### src/rtl/isp_consts.svh
`ifndef ISP_CONSTS_SVH
`define ISP_CONSTS_SVH
`define ISP_IDX_TX 16'h4360
`define ISP_IDX_RX 16'h4362
`define ISP_IDX_ADR 16'h4364
`define ISP_IDX_CTL 16'h4366
`define ISP_IDX_STAT 16'h4368
`define ISP_IDX_ASTAT 16'h436a
`define ISP_IDX_IEN 16'h436c
`define ISP_CTL_TXCLR 8
`define ISP_CTL_EN 7
`define ISP_CTL_SRST 6
`define ISP_CTL_NAK 5
`define ISP_CTL_FREQ 4
`define ISP_CTL_STRETCH 3
`define ISP_CTL_FILT 2
`define ISP_CTL_ASYNC 1
`define ISP_CTL_ACTIVE 0
`define ISP_ST_BUSCHG 7
`define ISP_ST_UO 5
`define ISP_ST_FREE 4
`define ISP_ST_MISM 3
`define ISP_ST_AMATCH 2
`define ISP_ST_REFUSED 1
`define ISP_ST_STOP 0
`define ISP_AS_RX_READY_FLAG 4
`define ISP_AS_TX_EMPTY_FLAG 3
`define ISP_AS_BUSY 2
`define ISP_AS_SEL 1
`define ISP_AS_DIR 0
`define ISP_TX_RST 8'h00
`define ISP_RX_RST 8'h00
`define ISP_ADR_RST 7'h00
`define ISP_CTL_RSTV 9'h000
`define ISP_STAT_RSTV 6'h00
`define ISP_IEN_RSTV 3'h0
`define ISP_PCLK_NS 4
`define ISP_FILT_NS 16
`define ISP_FILT_CYC (`ISP_FILT_NS / `ISP_PCLK_NS)
`define ISP_FREE_NS 4000
`define ISP_FREE_CYC (`ISP_FREE_NS / `ISP_PCLK_NS)
`endif

### src/rtl/isp_pkg.sv
`default_nettype none
package isp_pkg;
	typedef enum logic [2:0] {
		ISP_IDLE = 3'b000,
		ISP_ADDR = 3'b001,
		ISP_ACK_ADR = 3'b010,
		ISP_TX = 3'b011,
		ISP_ACK_RX = 3'b100,
		ISP_RX = 3'b101,
		ISP_ACK_TX = 3'b110,
		ISP_WAIT = 3'b111
	} isp_state_t;
endpackage : isp_pkg
`default_nettype wire

### src/rtl/isp_slave.sv
`include "isp_consts.svh"
`default_nettype none
module isp_slave
	import isp_pkg::*;
(
	input wire logic pclk,
	input wire logic presetn,
	input wire logic psel,
	input wire logic penable,
	input wire logic pwrite,
	input wire logic [31:0] paddr,
	input wire logic [31:0] pwdata,
	output logic [31:0] prdata,
	output logic pready,
	output logic pslverr,
	input wire logic scl_i,
	output logic scl_o,
	output logic scl_oe_n,
	input wire logic sda_i,
	output logic sda_o,
	output logic sda_oe_n,
	output logic irq
);
	localparam logic [2:0] FILT_LAST = 3'(`ISP_FILT_CYC - 1);
	localparam logic [11:0] FREE_LAST = 12'(`ISP_FREE_CYC - 1);

	logic [1:0] raw;
	logic [1:0] line;
	logic [1:0] prev_q;
	logic [7:0] tx_q;
	logic [7:0] rx_q;
	logic [6:0] adr_q;
	logic [8:0] ctl_q;
	logic [5:0] stat_q;
	logic bus_chg_q;
	logic [2:0] ien_q;
	logic rx_rdy_q;
	logic tx_emp_q;
	logic busy_q;
	logic sel_q;
	logic dir_q;
	logic nak_q;
	logic hold_q;
	logic [3:0] cnt_q;
	logic [7:0] shift_q;
	logic [11:0] free_q;
	isp_state_t state_q;
	logic [31:0] rd_data;
	logic hit;
	logic done;
	logic run;
	logic scl_rise;
	logic scl_fall;
	logic start_ev;
	logic stop_ev;
	logic stall;
	logic adv;
	logic hold_d;
	logic addr_done;
	logic match;
	logic ev_load;
	logic ev_rx;
	logic ev_mism;
	logic ev_amatch;
	logic free_ev;
	logic wr_stat;
	logic wr_tx;

	assign raw = {scl_i, sda_i};

	// two flops per pin, then an optional stability filter
	for (genvar g = 0; g < 2; g++) begin : g_pin
		logic m_q;
		logic s_q;
		logic f_q;
		logic [2:0] c_q;
		always_ff @(posedge pclk or negedge presetn) begin
			if (!presetn) begin
				m_q <= 1'b1;
				s_q <= 1'b1;
			end else begin
				m_q <= raw[g];
				s_q <= m_q;
			end
		end
		// filter costs FILT_CYC cycles of latency on every edge
		always_ff @(posedge pclk or negedge presetn) begin
			if (!presetn) begin
				f_q <= 1'b1;
				c_q <= 3'h0;
			end else if (!ctl_q[`ISP_CTL_FILT]) begin
				f_q <= s_q;
				c_q <= 3'h0;
			end else if (s_q == f_q) begin
				c_q <= 3'h0;
			end else if (c_q == FILT_LAST) begin
				f_q <= s_q;
				c_q <= 3'h0;
			end else begin
				c_q <= c_q + 3'h1;
			end
		end
		assign line[g] = f_q;
	end

	always_ff @(posedge pclk or negedge presetn) begin
		if (!presetn) begin
			prev_q <= 2'h3;
		end else begin
			prev_q <= line;
		end
	end

	assign scl_rise = line[1] & !prev_q[1];
	assign scl_fall = !line[1] & prev_q[1];
	assign start_ev = line[1] & prev_q[1] & prev_q[0] & !line[0];
	assign stop_ev = line[1] & prev_q[1] & !prev_q[0] & line[0];
	assign run = ctl_q[`ISP_CTL_EN] & !ctl_q[`ISP_CTL_SRST];
	assign match = shift_q[7:1] == adr_q;
	assign addr_done = (state_q == ISP_ADDR) & (cnt_q == 4'h8) & scl_fall;

	// stretch only at byte boundaries, where tx data is missing or rx data is still unread
	always_comb begin
		stall = 1'b0;
		if (ctl_q[`ISP_CTL_STRETCH]) begin
			case (state_q)
				ISP_ACK_ADR: stall = dir_q & tx_emp_q;
				ISP_ACK_RX: stall = !nak_q & tx_emp_q;
				ISP_RX: stall = (cnt_q == 4'h8) & rx_rdy_q;
				default: stall = 1'b0;
			endcase
		end
	end

	assign adv = (scl_fall | hold_q) & !stall;
	assign hold_d = (scl_fall | hold_q) & stall & run;
	assign ev_load = adv & (((state_q == ISP_ACK_ADR) & dir_q) |
		((state_q == ISP_ACK_RX) & !nak_q));
	assign ev_rx = adv & (state_q == ISP_RX) & (cnt_q == 4'h8);
	assign ev_mism = scl_rise & (line[0] != sda_oe_n) &
		((state_q == ISP_TX) | (state_q == ISP_ACK_ADR) |
		(state_q == ISP_ACK_TX));
	assign ev_amatch = addr_done & match & ctl_q[`ISP_CTL_ASYNC] &
		!ctl_q[`ISP_CTL_ACTIVE];
	assign free_ev = ctl_q[`ISP_CTL_FREQ] & busy_q &
		(free_q == FREE_LAST);

	always_ff @(posedge pclk or negedge presetn) begin
		if (!presetn) begin
			hold_q <= 1'b0;
			scl_oe_n <= 1'b1;
			scl_o <= 1'b0;
			sda_o <= 1'b0;
		end else begin
			hold_q <= hold_d;
			scl_oe_n <= !(hold_d | hold_q);
			scl_o <= 1'b0;
			sda_o <= 1'b0;
		end
	end

	// bus-side sequencer; samples on SCL rise, drives after SCL fall
	always_ff @(posedge pclk or negedge presetn) begin
		if (!presetn) begin
			state_q <= ISP_IDLE;
			cnt_q <= 4'h0;
			shift_q <= 8'h00;
			sda_oe_n <= 1'b1;
			sel_q <= 1'b0;
			dir_q <= 1'b0;
			nak_q <= 1'b0;
		end else if (!run || stop_ev || free_ev) begin
			state_q <= ISP_IDLE;
			sda_oe_n <= 1'b1;
			sel_q <= 1'b0;
			cnt_q <= 4'h0;
		end else if (start_ev) begin
			state_q <= ISP_ADDR;
			sda_oe_n <= 1'b1;
			sel_q <= 1'b0;
			cnt_q <= 4'h0;
		end else begin
			case (state_q)
				ISP_ADDR, ISP_RX: begin
					if (scl_rise) begin
						shift_q <= {shift_q[6:0], line[0]};
						cnt_q <= cnt_q + 4'h1;
					end
					if (addr_done) begin
						if (match && ctl_q[`ISP_CTL_ACTIVE]) begin
							sel_q <= 1'b1;
							dir_q <= shift_q[0];
							sda_oe_n <= ctl_q[`ISP_CTL_NAK];
							state_q <= ctl_q[`ISP_CTL_NAK] ? ISP_WAIT : ISP_ACK_ADR;
						end else begin
							state_q <= ISP_WAIT;
						end
					end else if (ev_rx) begin
						sda_oe_n <= ctl_q[`ISP_CTL_NAK];
						state_q <= ISP_ACK_TX;
					end
				end
				ISP_ACK_ADR, ISP_ACK_RX: begin
					if (scl_rise && state_q == ISP_ACK_RX) begin
						nak_q <= line[0];
					end
					if (ev_load) begin
						shift_q <= ctl_q[`ISP_CTL_TXCLR] ? 8'h00 : tx_q;
						sda_oe_n <= ctl_q[`ISP_CTL_TXCLR] ? 1'b0 : tx_q[7];
						cnt_q <= 4'h0;
						state_q <= ISP_TX;
					end else if (adv) begin
						sda_oe_n <= 1'b1;
						cnt_q <= 4'h0;
						state_q <= state_q == ISP_ACK_ADR ? ISP_RX : ISP_WAIT;
					end
				end
				ISP_TX: begin
					if (scl_rise) begin
						shift_q <= {shift_q[6:0], 1'b0};
						cnt_q <= cnt_q + 4'h1;
					end else if (scl_fall) begin
						if (cnt_q == 4'h8) begin
							sda_oe_n <= 1'b1;
							nak_q <= 1'b0;
							state_q <= ISP_ACK_RX;
						end else begin
							sda_oe_n <= shift_q[7];
						end
					end
				end
				ISP_ACK_TX: begin
					if (scl_fall) begin
						sda_oe_n <= 1'b1;
						cnt_q <= 4'h0;
						state_q <= ISP_RX;
					end
				end
				ISP_WAIT: begin
					sda_oe_n <= 1'b1;
				end
				default: begin
					sda_oe_n <= 1'b1;
				end
			endcase
		end
	end

	// bus busy and idle-line timer for the free request
	always_ff @(posedge pclk or negedge presetn) begin
		if (!presetn) begin
			busy_q <= 1'b0;
			free_q <= 12'h000;
		end else begin
			if (start_ev) begin
				busy_q <= 1'b1;
			end else if (stop_ev || free_ev) begin
				busy_q <= 1'b0;
			end
			if (busy_q && line[1] && line[0] && !free_ev) begin
				free_q <= free_q + 12'h001;
			end else begin
				free_q <= 12'h000;
			end
		end
	end

	// apb slave: pready one cycle into the access phase
	assign hit = (paddr[31:18] == 14'h0000) & (paddr[1:0] == 2'b00) &
		((paddr[17:2] == `ISP_IDX_TX) | (paddr[17:2] == `ISP_IDX_RX) |
		(paddr[17:2] == `ISP_IDX_ADR) | (paddr[17:2] == `ISP_IDX_CTL) |
		(paddr[17:2] == `ISP_IDX_STAT) | (paddr[17:2] == `ISP_IDX_ASTAT) |
		(paddr[17:2] == `ISP_IDX_IEN));
	assign done = psel & penable & pready;
	assign wr_tx = done & pwrite & hit & (paddr[17:2] == `ISP_IDX_TX);
	assign wr_stat = done & pwrite & hit & (paddr[17:2] == `ISP_IDX_STAT);

	always_comb begin
		rd_data = 32'h0000_0000;
		case (paddr[17:2])
			`ISP_IDX_TX: rd_data[7:0] = tx_q;
			`ISP_IDX_RX: rd_data[7:0] = rx_q;
			`ISP_IDX_ADR: rd_data[6:0] = adr_q;
			`ISP_IDX_CTL: rd_data[8:0] = ctl_q;
			`ISP_IDX_STAT: rd_data[7:0] = {bus_chg_q, 1'b0, stat_q};
			`ISP_IDX_ASTAT: rd_data[4:0] = {rx_rdy_q, tx_emp_q, busy_q,
				sel_q, dir_q};
			`ISP_IDX_IEN: rd_data[2:0] = ien_q;
			default: rd_data = 32'h0000_0000;
		endcase
	end

	always_ff @(posedge pclk or negedge presetn) begin
		if (!presetn) begin
			pready <= 1'b0;
			pslverr <= 1'b0;
			prdata <= 32'h0000_0000;
		end else begin
			pready <= psel & penable & !pready;
			pslverr <= psel & penable & !pready & !hit;
			if (psel && penable && !pready) begin
				prdata <= (hit && !pwrite) ? rd_data : 32'h0000_0000;
			end
		end
	end

	// software registers
	always_ff @(posedge pclk or negedge presetn) begin
		if (!presetn) begin
			tx_q <= `ISP_TX_RST;
			adr_q <= `ISP_ADR_RST;
			ctl_q <= `ISP_CTL_RSTV;
			ien_q <= `ISP_IEN_RSTV;
		end else begin
			if (ctl_q[`ISP_CTL_TXCLR]) begin
				tx_q <= 8'h00;
			end else if (wr_tx) begin
				tx_q <= pwdata[7:0];
			end
			if (done && pwrite && paddr[17:2] == `ISP_IDX_ADR && hit) begin
				adr_q <= pwdata[6:0];
			end
			if (done && pwrite && paddr[17:2] == `ISP_IDX_CTL && hit) begin
				ctl_q <= pwdata[8:0];
			end
			if (done && pwrite && paddr[17:2] == `ISP_IDX_IEN && hit) begin
				ien_q <= pwdata[2:0];
			end
		end
	end

	// receive data and access status; a new rx byte wins over a read clear, a tx write wins over a load
	always_ff @(posedge pclk or negedge presetn) begin
		if (!presetn) begin
			rx_q <= `ISP_RX_RST;
			rx_rdy_q <= 1'b0;
			tx_emp_q <= 1'b0;
		end else begin
			if (ev_rx) begin
				rx_q <= shift_q;
				rx_rdy_q <= 1'b1;
			end else if (done && !pwrite && hit &&
				paddr[17:2] == `ISP_IDX_RX) begin
				rx_rdy_q <= 1'b0;
			end
			if (wr_tx) begin
				tx_emp_q <= 1'b0;
			end else if (ev_load) begin
				tx_emp_q <= 1'b1;
			end
		end
	end

	// event flags: write one clears, bus change clears on a status read; a same-cycle event wins
	always_ff @(posedge pclk or negedge presetn) begin
		if (!presetn) begin
			stat_q <= `ISP_STAT_RSTV;
			bus_chg_q <= 1'b0;
		end else begin
			if (start_ev || stop_ev || free_ev) begin
				bus_chg_q <= 1'b1;
			end else if (done && !pwrite && hit &&
				paddr[17:2] == `ISP_IDX_STAT) begin
				bus_chg_q <= 1'b0;
			end
			stat_q[`ISP_ST_UO] <= (ev_load & tx_emp_q) |
				(ev_rx & rx_rdy_q) |
				(stat_q[`ISP_ST_UO] & !(wr_stat & pwdata[`ISP_ST_UO]));
			stat_q[`ISP_ST_FREE] <= free_ev |
				(stat_q[`ISP_ST_FREE] & !(wr_stat & pwdata[`ISP_ST_FREE]));
			stat_q[`ISP_ST_MISM] <= ev_mism |
				(stat_q[`ISP_ST_MISM] & !(wr_stat & pwdata[`ISP_ST_MISM]));
			stat_q[`ISP_ST_AMATCH] <= ev_amatch |
				(stat_q[`ISP_ST_AMATCH] &
				!(wr_stat & pwdata[`ISP_ST_AMATCH]));
			if (scl_rise && state_q == ISP_ACK_RX) begin
				stat_q[`ISP_ST_REFUSED] <= line[0];
			end else if (wr_stat && pwdata[`ISP_ST_REFUSED]) begin
				stat_q[`ISP_ST_REFUSED] <= 1'b0;
			end
			stat_q[`ISP_ST_STOP] <= stop_ev |
				(stat_q[`ISP_ST_STOP] & !(wr_stat & pwdata[`ISP_ST_STOP]));
		end
	end

	always_ff @(posedge pclk or negedge presetn) begin
		if (!presetn) begin
			irq <= 1'b0;
		end else begin
			irq <= (ien_q[2] & bus_chg_q) | (ien_q[1] & rx_rdy_q) |
				(ien_q[0] & tx_emp_q);
		end
	end
endmodule : isp_slave
`default_nettype wire

### config.mk
export PLATFORM = sky130hd
export DESIGN_NAME = isp_slave
export DESIGN_NICKNAME = d
export VERILOG_FILES = /design/src/rtl/isp_pkg.sv /design/src/rtl/isp_slave.sv
export VERILOG_INCLUDE_DIRS = /design/src /design/src/rtl
export SDC_FILE = /design/constraint.sdc
export NUM_CORES = 1
export LEC_CHECK = 0
export BUFFER_PORTS_ARGS = -buffer_cell sky130_fd_sc_hd__buf_2
export CAP_MARGIN = 20
export CORE_UTILIZATION = 55
export CTS_CLUSTER_DIAMETER = 120
export DETAILED_ROUTE_END_ITERATION = 7
export MAX_ROUTING_LAYER = met4
export PLACE_DENSITY = 0.9
export SKIP_CTS_REPAIR_TIMING = 1
export SYNTH_ARGS = -nofsm -noshare
export SYNTH_HDL_FRONTEND = slang
export SYNTH_SLANG_ARGS = --single-unit
### constraint.sdc
create_clock -name pclk -period 3.03 [get_ports pclk]
set_clock_uncertainty 0.1 [all_clocks]
set_input_delay 0.4545 -clock pclk [delete_from_list [all_inputs] [get_ports pclk]]
set_output_delay 0.4545 -clock pclk [all_outputs]
set_load 0.005 [all_outputs]
* Word level (Yosys, flattened, before mapping)
Cells that the tools add are included.
Word-level totals: flip-flop bits (word level) 127, input port bits 71, word-level logic and storage cells 305
Cells by class: add/subtract/negate cells 4, equality and inequality tests 40, mux-type cells 82, bitwise logic cells 74, reduce and logical (&&, ||, !) cells 71
Operator list (number):
- $eq A16 B15 Y1 const B | 7
- $mux W3 | 18
- $and A1 B1 Y1 | 53
- $mux W8 | 6
- $mux W1 | 39
- $mux W4 | 6
- $pmux W8 S3 | 1
- $pmux W3 S7 | 1
- $logic_and A1 B1 Y1 | 20
- $logic_not A1 Y1 | 19
- $or A1 B1 Y1 | 19
- $ne A2 B2 Y1 const B | 8
- $ne A5 B5 Y1 const B | 3
- $logic_not A14 Y1 | 1
- $reduce_and A7 Y1 | 2
- $reduce_bool A2 Y1 | 7
- $add A12 B1 Y12 const B | 1
- $eq A12 B10 Y1 const B | 1
- $eq A3 B2 Y1 const B | 4
- $mux W12 | 1
- $ne A4 B3 Y1 const B | 3
- $pmux W2 S6 | 1
- $pmux W3 S4 | 1
- $pmux W4 S3 | 1
- other kinds (30) | 48

* Depth between registers and ports, before layout
word-level depth 14, depth in mapped cells 8

* Worst setup path before layout
No wires, ideal clock.
kind register to register, start point reg cnt_q[0], end point reg sda_oe_n, arrival 2032 ps, data required time 2853 ps, setup slack 821 ps, stages on the path, launching flop included 9, path buffers 0, period minus slack after synthesis 2209 ps, path through dfrtp_1 -> inv_1 -> ha_1 -> nand3b_1 -> o32ai_2 -> a2111oi_4 -> nor2_1 -> or4_1 -> a21o_1
Between the ends: longest elaborated chain between the ends 11
Ends and longest elaborated chain:
- from (decl) | line isp_slave.sv:44 | logic [3:0] cnt_q;
- from (signal assigned) | line isp_slave.sv:187 | cnt_q <= cnt_q + 4'h1;
- from (signal assigned) | line isp_slave.sv:221 | cnt_q <= cnt_q + 4'h1;
- $eq A4 B4 Y1 (*)
- $and A1 B1 Y1 | line isp_slave.sv:129 | ISP_RX: stall = (cnt_q == 4'h8) & rx_rdy_q;
- $pmux W1 S3 | line isp_slave.sv:126 | case (state_q)
- $mux W1 | line isp_slave.sv:125 | if (ctl_q[`ISP_CTL_STRETCH]) begin
- $logic_not A1 Y1 | line isp_slave.sv:135 | assign adv = (scl_fall | hold_q) & !stall;
- $and A1 B1 Y1 | line isp_slave.sv:135
- $and A1 B1 Y1 | line isp_slave.sv:137 | assign ev_load = adv & (((state_q == ISP_ACK_ADR) & dir_q) |
- $mux W1 | line isp_slave.sv:207 | if (ev_load) begin
- $pmux W1 S4 | line isp_slave.sv:183 | case (state_q)
- $mux W1 | line isp_slave.sv:177 | end else if (start_ev) begin
- $mux W1 | line isp_slave.sv:172 | end else if (!run || stop_ev || free_ev) begin
- to (signal assigned) | line isp_slave.sv:193 | sda_oe_n <= ctl_q[`ISP_CTL_NAK];
- to (signal assigned) | line isp_slave.sv:199 | sda_oe_n <= ctl_q[`ISP_CTL_NAK];
- to (signal assigned) | line isp_slave.sv:209 | sda_oe_n <= ctl_q[`ISP_CTL_TXCLR] ? 1'b0 : tx_q[7];
- to (decl) | line isp_slave.sv:21 | output logic sda_oe_n,
Mark *: on every way between the ends. The rest lies on a longest branch, timed or not. The select of a mux whose other input is x is not followed. A chain may end at the register's enable or synchronous reset.

* Worst setup path in the final report
start point reg cnt_q[0], end point reg shift_q[2]
Between the ends: longest elaborated chain between the ends 9
Ends and longest elaborated chain:
- $eq A4 B4 Y1 | line isp_slave.sv:129
- $and A1 B1 Y1 | line isp_slave.sv:129
- $pmux W1 S3 | line isp_slave.sv:126
- $mux W1 | line isp_slave.sv:125
- $logic_not A1 Y1 | line isp_slave.sv:135
- $and A1 B1 Y1 | line isp_slave.sv:135
- $and A1 B1 Y1 | line isp_slave.sv:137
- $ne A2 B2 Y1 (no line)
- $reduce_and A6 Y1 (no line)
- to (signal assigned) | line isp_slave.sv:186 | shift_q <= {shift_q[6:0], line[0]};
- to (signal assigned) | line isp_slave.sv:208 | shift_q <= ctl_q[`ISP_CTL_TXCLR] ? 8'h00 : tx_q;
- to (signal assigned) | line isp_slave.sv:220 | shift_q <= {shift_q[6:0], 1'b0};
- to (decl) | line isp_slave.sv:45 | logic [7:0] shift_q;
Every way passes these cells.

==> out/metrics.yaml <==
endpoint_kind: "flip-flop"
start_util_pct: 56.40
period_needed_ps: 2601
grtUsageTotal_pct: 27.00
wl_um: 12690
cts_tree: "yes"
dieArea_sq_um: 10380
relSlewSlack_pct: 57.78
yosysSeqAreaShare_pct: 47.65
cts_buffers: 9
nNetsFinal: 655
cp-start-kind: "flip-flop"
async_flop_share_pct: 100.0
finalHoldViolCount: 15
slew_viol_final: 0
cp_max_fo: 8
ys_ff_latch: 104
synthTopCellsByCount: "dfrtp_1, nor2_1, mux2_2"
htreeDepth: 3
areaGrowthSynthToFinish_pct: 9.941
ctsLongestPathBuffers: 2
rsz0062_at_grt: "no"
netlist_instances: 518
outcome: "finished, violations left"
synth_top_cell_by_area: "dfrtp_1"
cts-root-buf: "clkbuf_8"
power.leakage_nw: 2.911
die_y_um: 101.9
timing.fmax_ghz: 0.3845
ir_worst_vdd_v: 0.0002988
diodes: 0
drive_gt1_share_pct: 25.17
antenna_found_initial: 0
synth_top_area_share_pct: 42.86
setup_viol: 0
die_x_um: 101.9
first_global_vias: 4177
powerDensity_nw_per_um2: 385.3
cpMaxStageDelayCell: "o32ai_2"
yosysMostFrequentCell: "dfrtp_1"
overflow: 0
worstMarginPinSlew_ps: 633.3
viasPerCell: 5.925
required_ps: 3180
worstSetupStartpoint: "cnt_q[0]"
cp_slowest_stage_delay_ps: 490
maxCapViolCount: 0
clock_latency_ps: 370
holdWs_ps: -17.32
worst-setup-path-type: "reg -> reg"
violations: "negative hold slack"
route.detailed.drc: 0
ys_types: 67
initialDrtViolationCount: 300
hold_path_class: "in -> async"
dp_hpwl_um: 9320
dr.pass1.iters: 5
synth_area_sq_um: 5488
synth_area_leaders: "dfrtp_1, mux2_2, dfstp_2"
synth_ff_type: "dfrtp_1"
gp_congestion: 0.9398
fin_ws_ps: 429.2
grt_start_max_net_pins: 60
synth_edf_count: 0
dp_slack_ps: 348.6
clk_pin_slew_ps: 100
port_buffers: 61
post-route-period-util_pct: 85.84
wl_per_cell_um: 17.70
rrSetupSlack_ps: 430
final_antenna_net_count: 0
path_cells: "inv_1 > ha_1 > nand3b_1 > o32ai_2 > a2111oi_4 > o211ai_4 > mux2_2"
synth_warnings: 0
core_area_sq_um: 9729
num_vias: 4248
grt_first_pass_wirelength_um: 20420
r2r-start: "cnt_q[0]"
postSynthAreaPerCell_sq_um: 10.59
cp.arrival_ps: 2750
clock_sinks: 104
total_power_w: 0.002325
finalSetupTns_ps: 0
io_pins: 110
num_rows: 36
[area by class of cell]
class | instances | area, sq um
flip-flops and latches | 104 | 2615
multi-input cells | 379 | 2644
well taps | 133 | 166.4
clock buffers | 12 | 135.1
repair buffers | 70 | 387.9
inverters | 15 | 56.30
fillers | 747 | 3696
clock inverters | 4 | 28.78
[state kept, by name (all words and copies together) (netlist names), 7 cells and up]
register / count
prdata: 9
shift_q: 8
adr_q: 7
rx_q: 8
free_q: 12
tx_q: 8
ctl_q: 9
[worst paths after layout]
kind,endpoint,depth (start not counted)
hold / removal,ctl_q[7],1
max in group asynchronous,free_q[1],2
hold reg to reg,g_pin[0].s_q,0
min in group pclk,g_pin[1].m_q,1
setup reg to reg,shift_q[2],7
setup / recovery,shift_q[2],7
[routing by layer]
metal | track usage [%] | up-vias | wire (um)
li1 | - | 1913 | -
met1 | 31.85 | 2102 | 4997
met2 | 45.22 | 207 | 6492
met3 | 5.267 | 26 | 892
met4 | 11.65 | 0 | 310
met5 | - | - | 0
[where the power goes]
group	internal (W)	switching [W]	total [W]	leakage, nW
registers	0.00140	0.0000115	0.00141	1.38
clock network	0.000302	0.000463	0.000765	0.0770
logic	0.0000530	0.0000935	0.000147	1.45
[per-stage QoR]
| step | hold slack (ps) | area (sq um) | utilization (%) | instances |
|---|---|---|---|---|
| 2_1_floorplan | 58.91 | 5578 | - | 542 |
| 3_3_place_gp | 247.0 | 5869 | 60.33 | 701 |
| 3_5_place_dp | 250.1 | 5869 | 60.33 | 701 |
| 4_1_cts | 0.4327 | 6033 | 62.01 | 717 |
| 5_1_grt | 16.25 | 6033 | 62.01 | 717 |
| 6_report | -17.32 | 6033 | 62.01 | 717 |
[placed cells by master (no fill, tap or decap), types with 11 or more instances in the layout]
cell     instances
buf_2           60
nand3_1         18
nand2_1         35
conb_1          25
inv_1           15
xor2_1          11
mux2_2          37
nor2b_1         12
nor2_1          52
mux2i_1         24
dfrtp_1         94
o21ai_0         27
[critical path, delay by kind of cell (launching register included)]
family	cells	cell delay [ps]
adders and majority gates	1	160
DFF	1	430
AOI/OAI and AO/OA	3	1110
buffers and inverters	1	80
and+or+nand+nor	1	200
muxes	1	400
[kinds of logic (layout without fill, tap and decap cells)]
kind of cell	Yosys count	in the layout	synth area share [%]
AO/OA/AOI/OAI	75	75	10.03
other	1	25	0.06833
adder cells (fa/ha/maj)	5	5	1.140
multiplexers	65	65	13.61
XOR/XNOR	20	20	3.192
AND/OR/NAND/NOR	189	189	18.49
buffers and inverters	59	101	5.814
flip-flops	104	104	47.65
No activity file was read; power rests on OpenSTA's default activity.
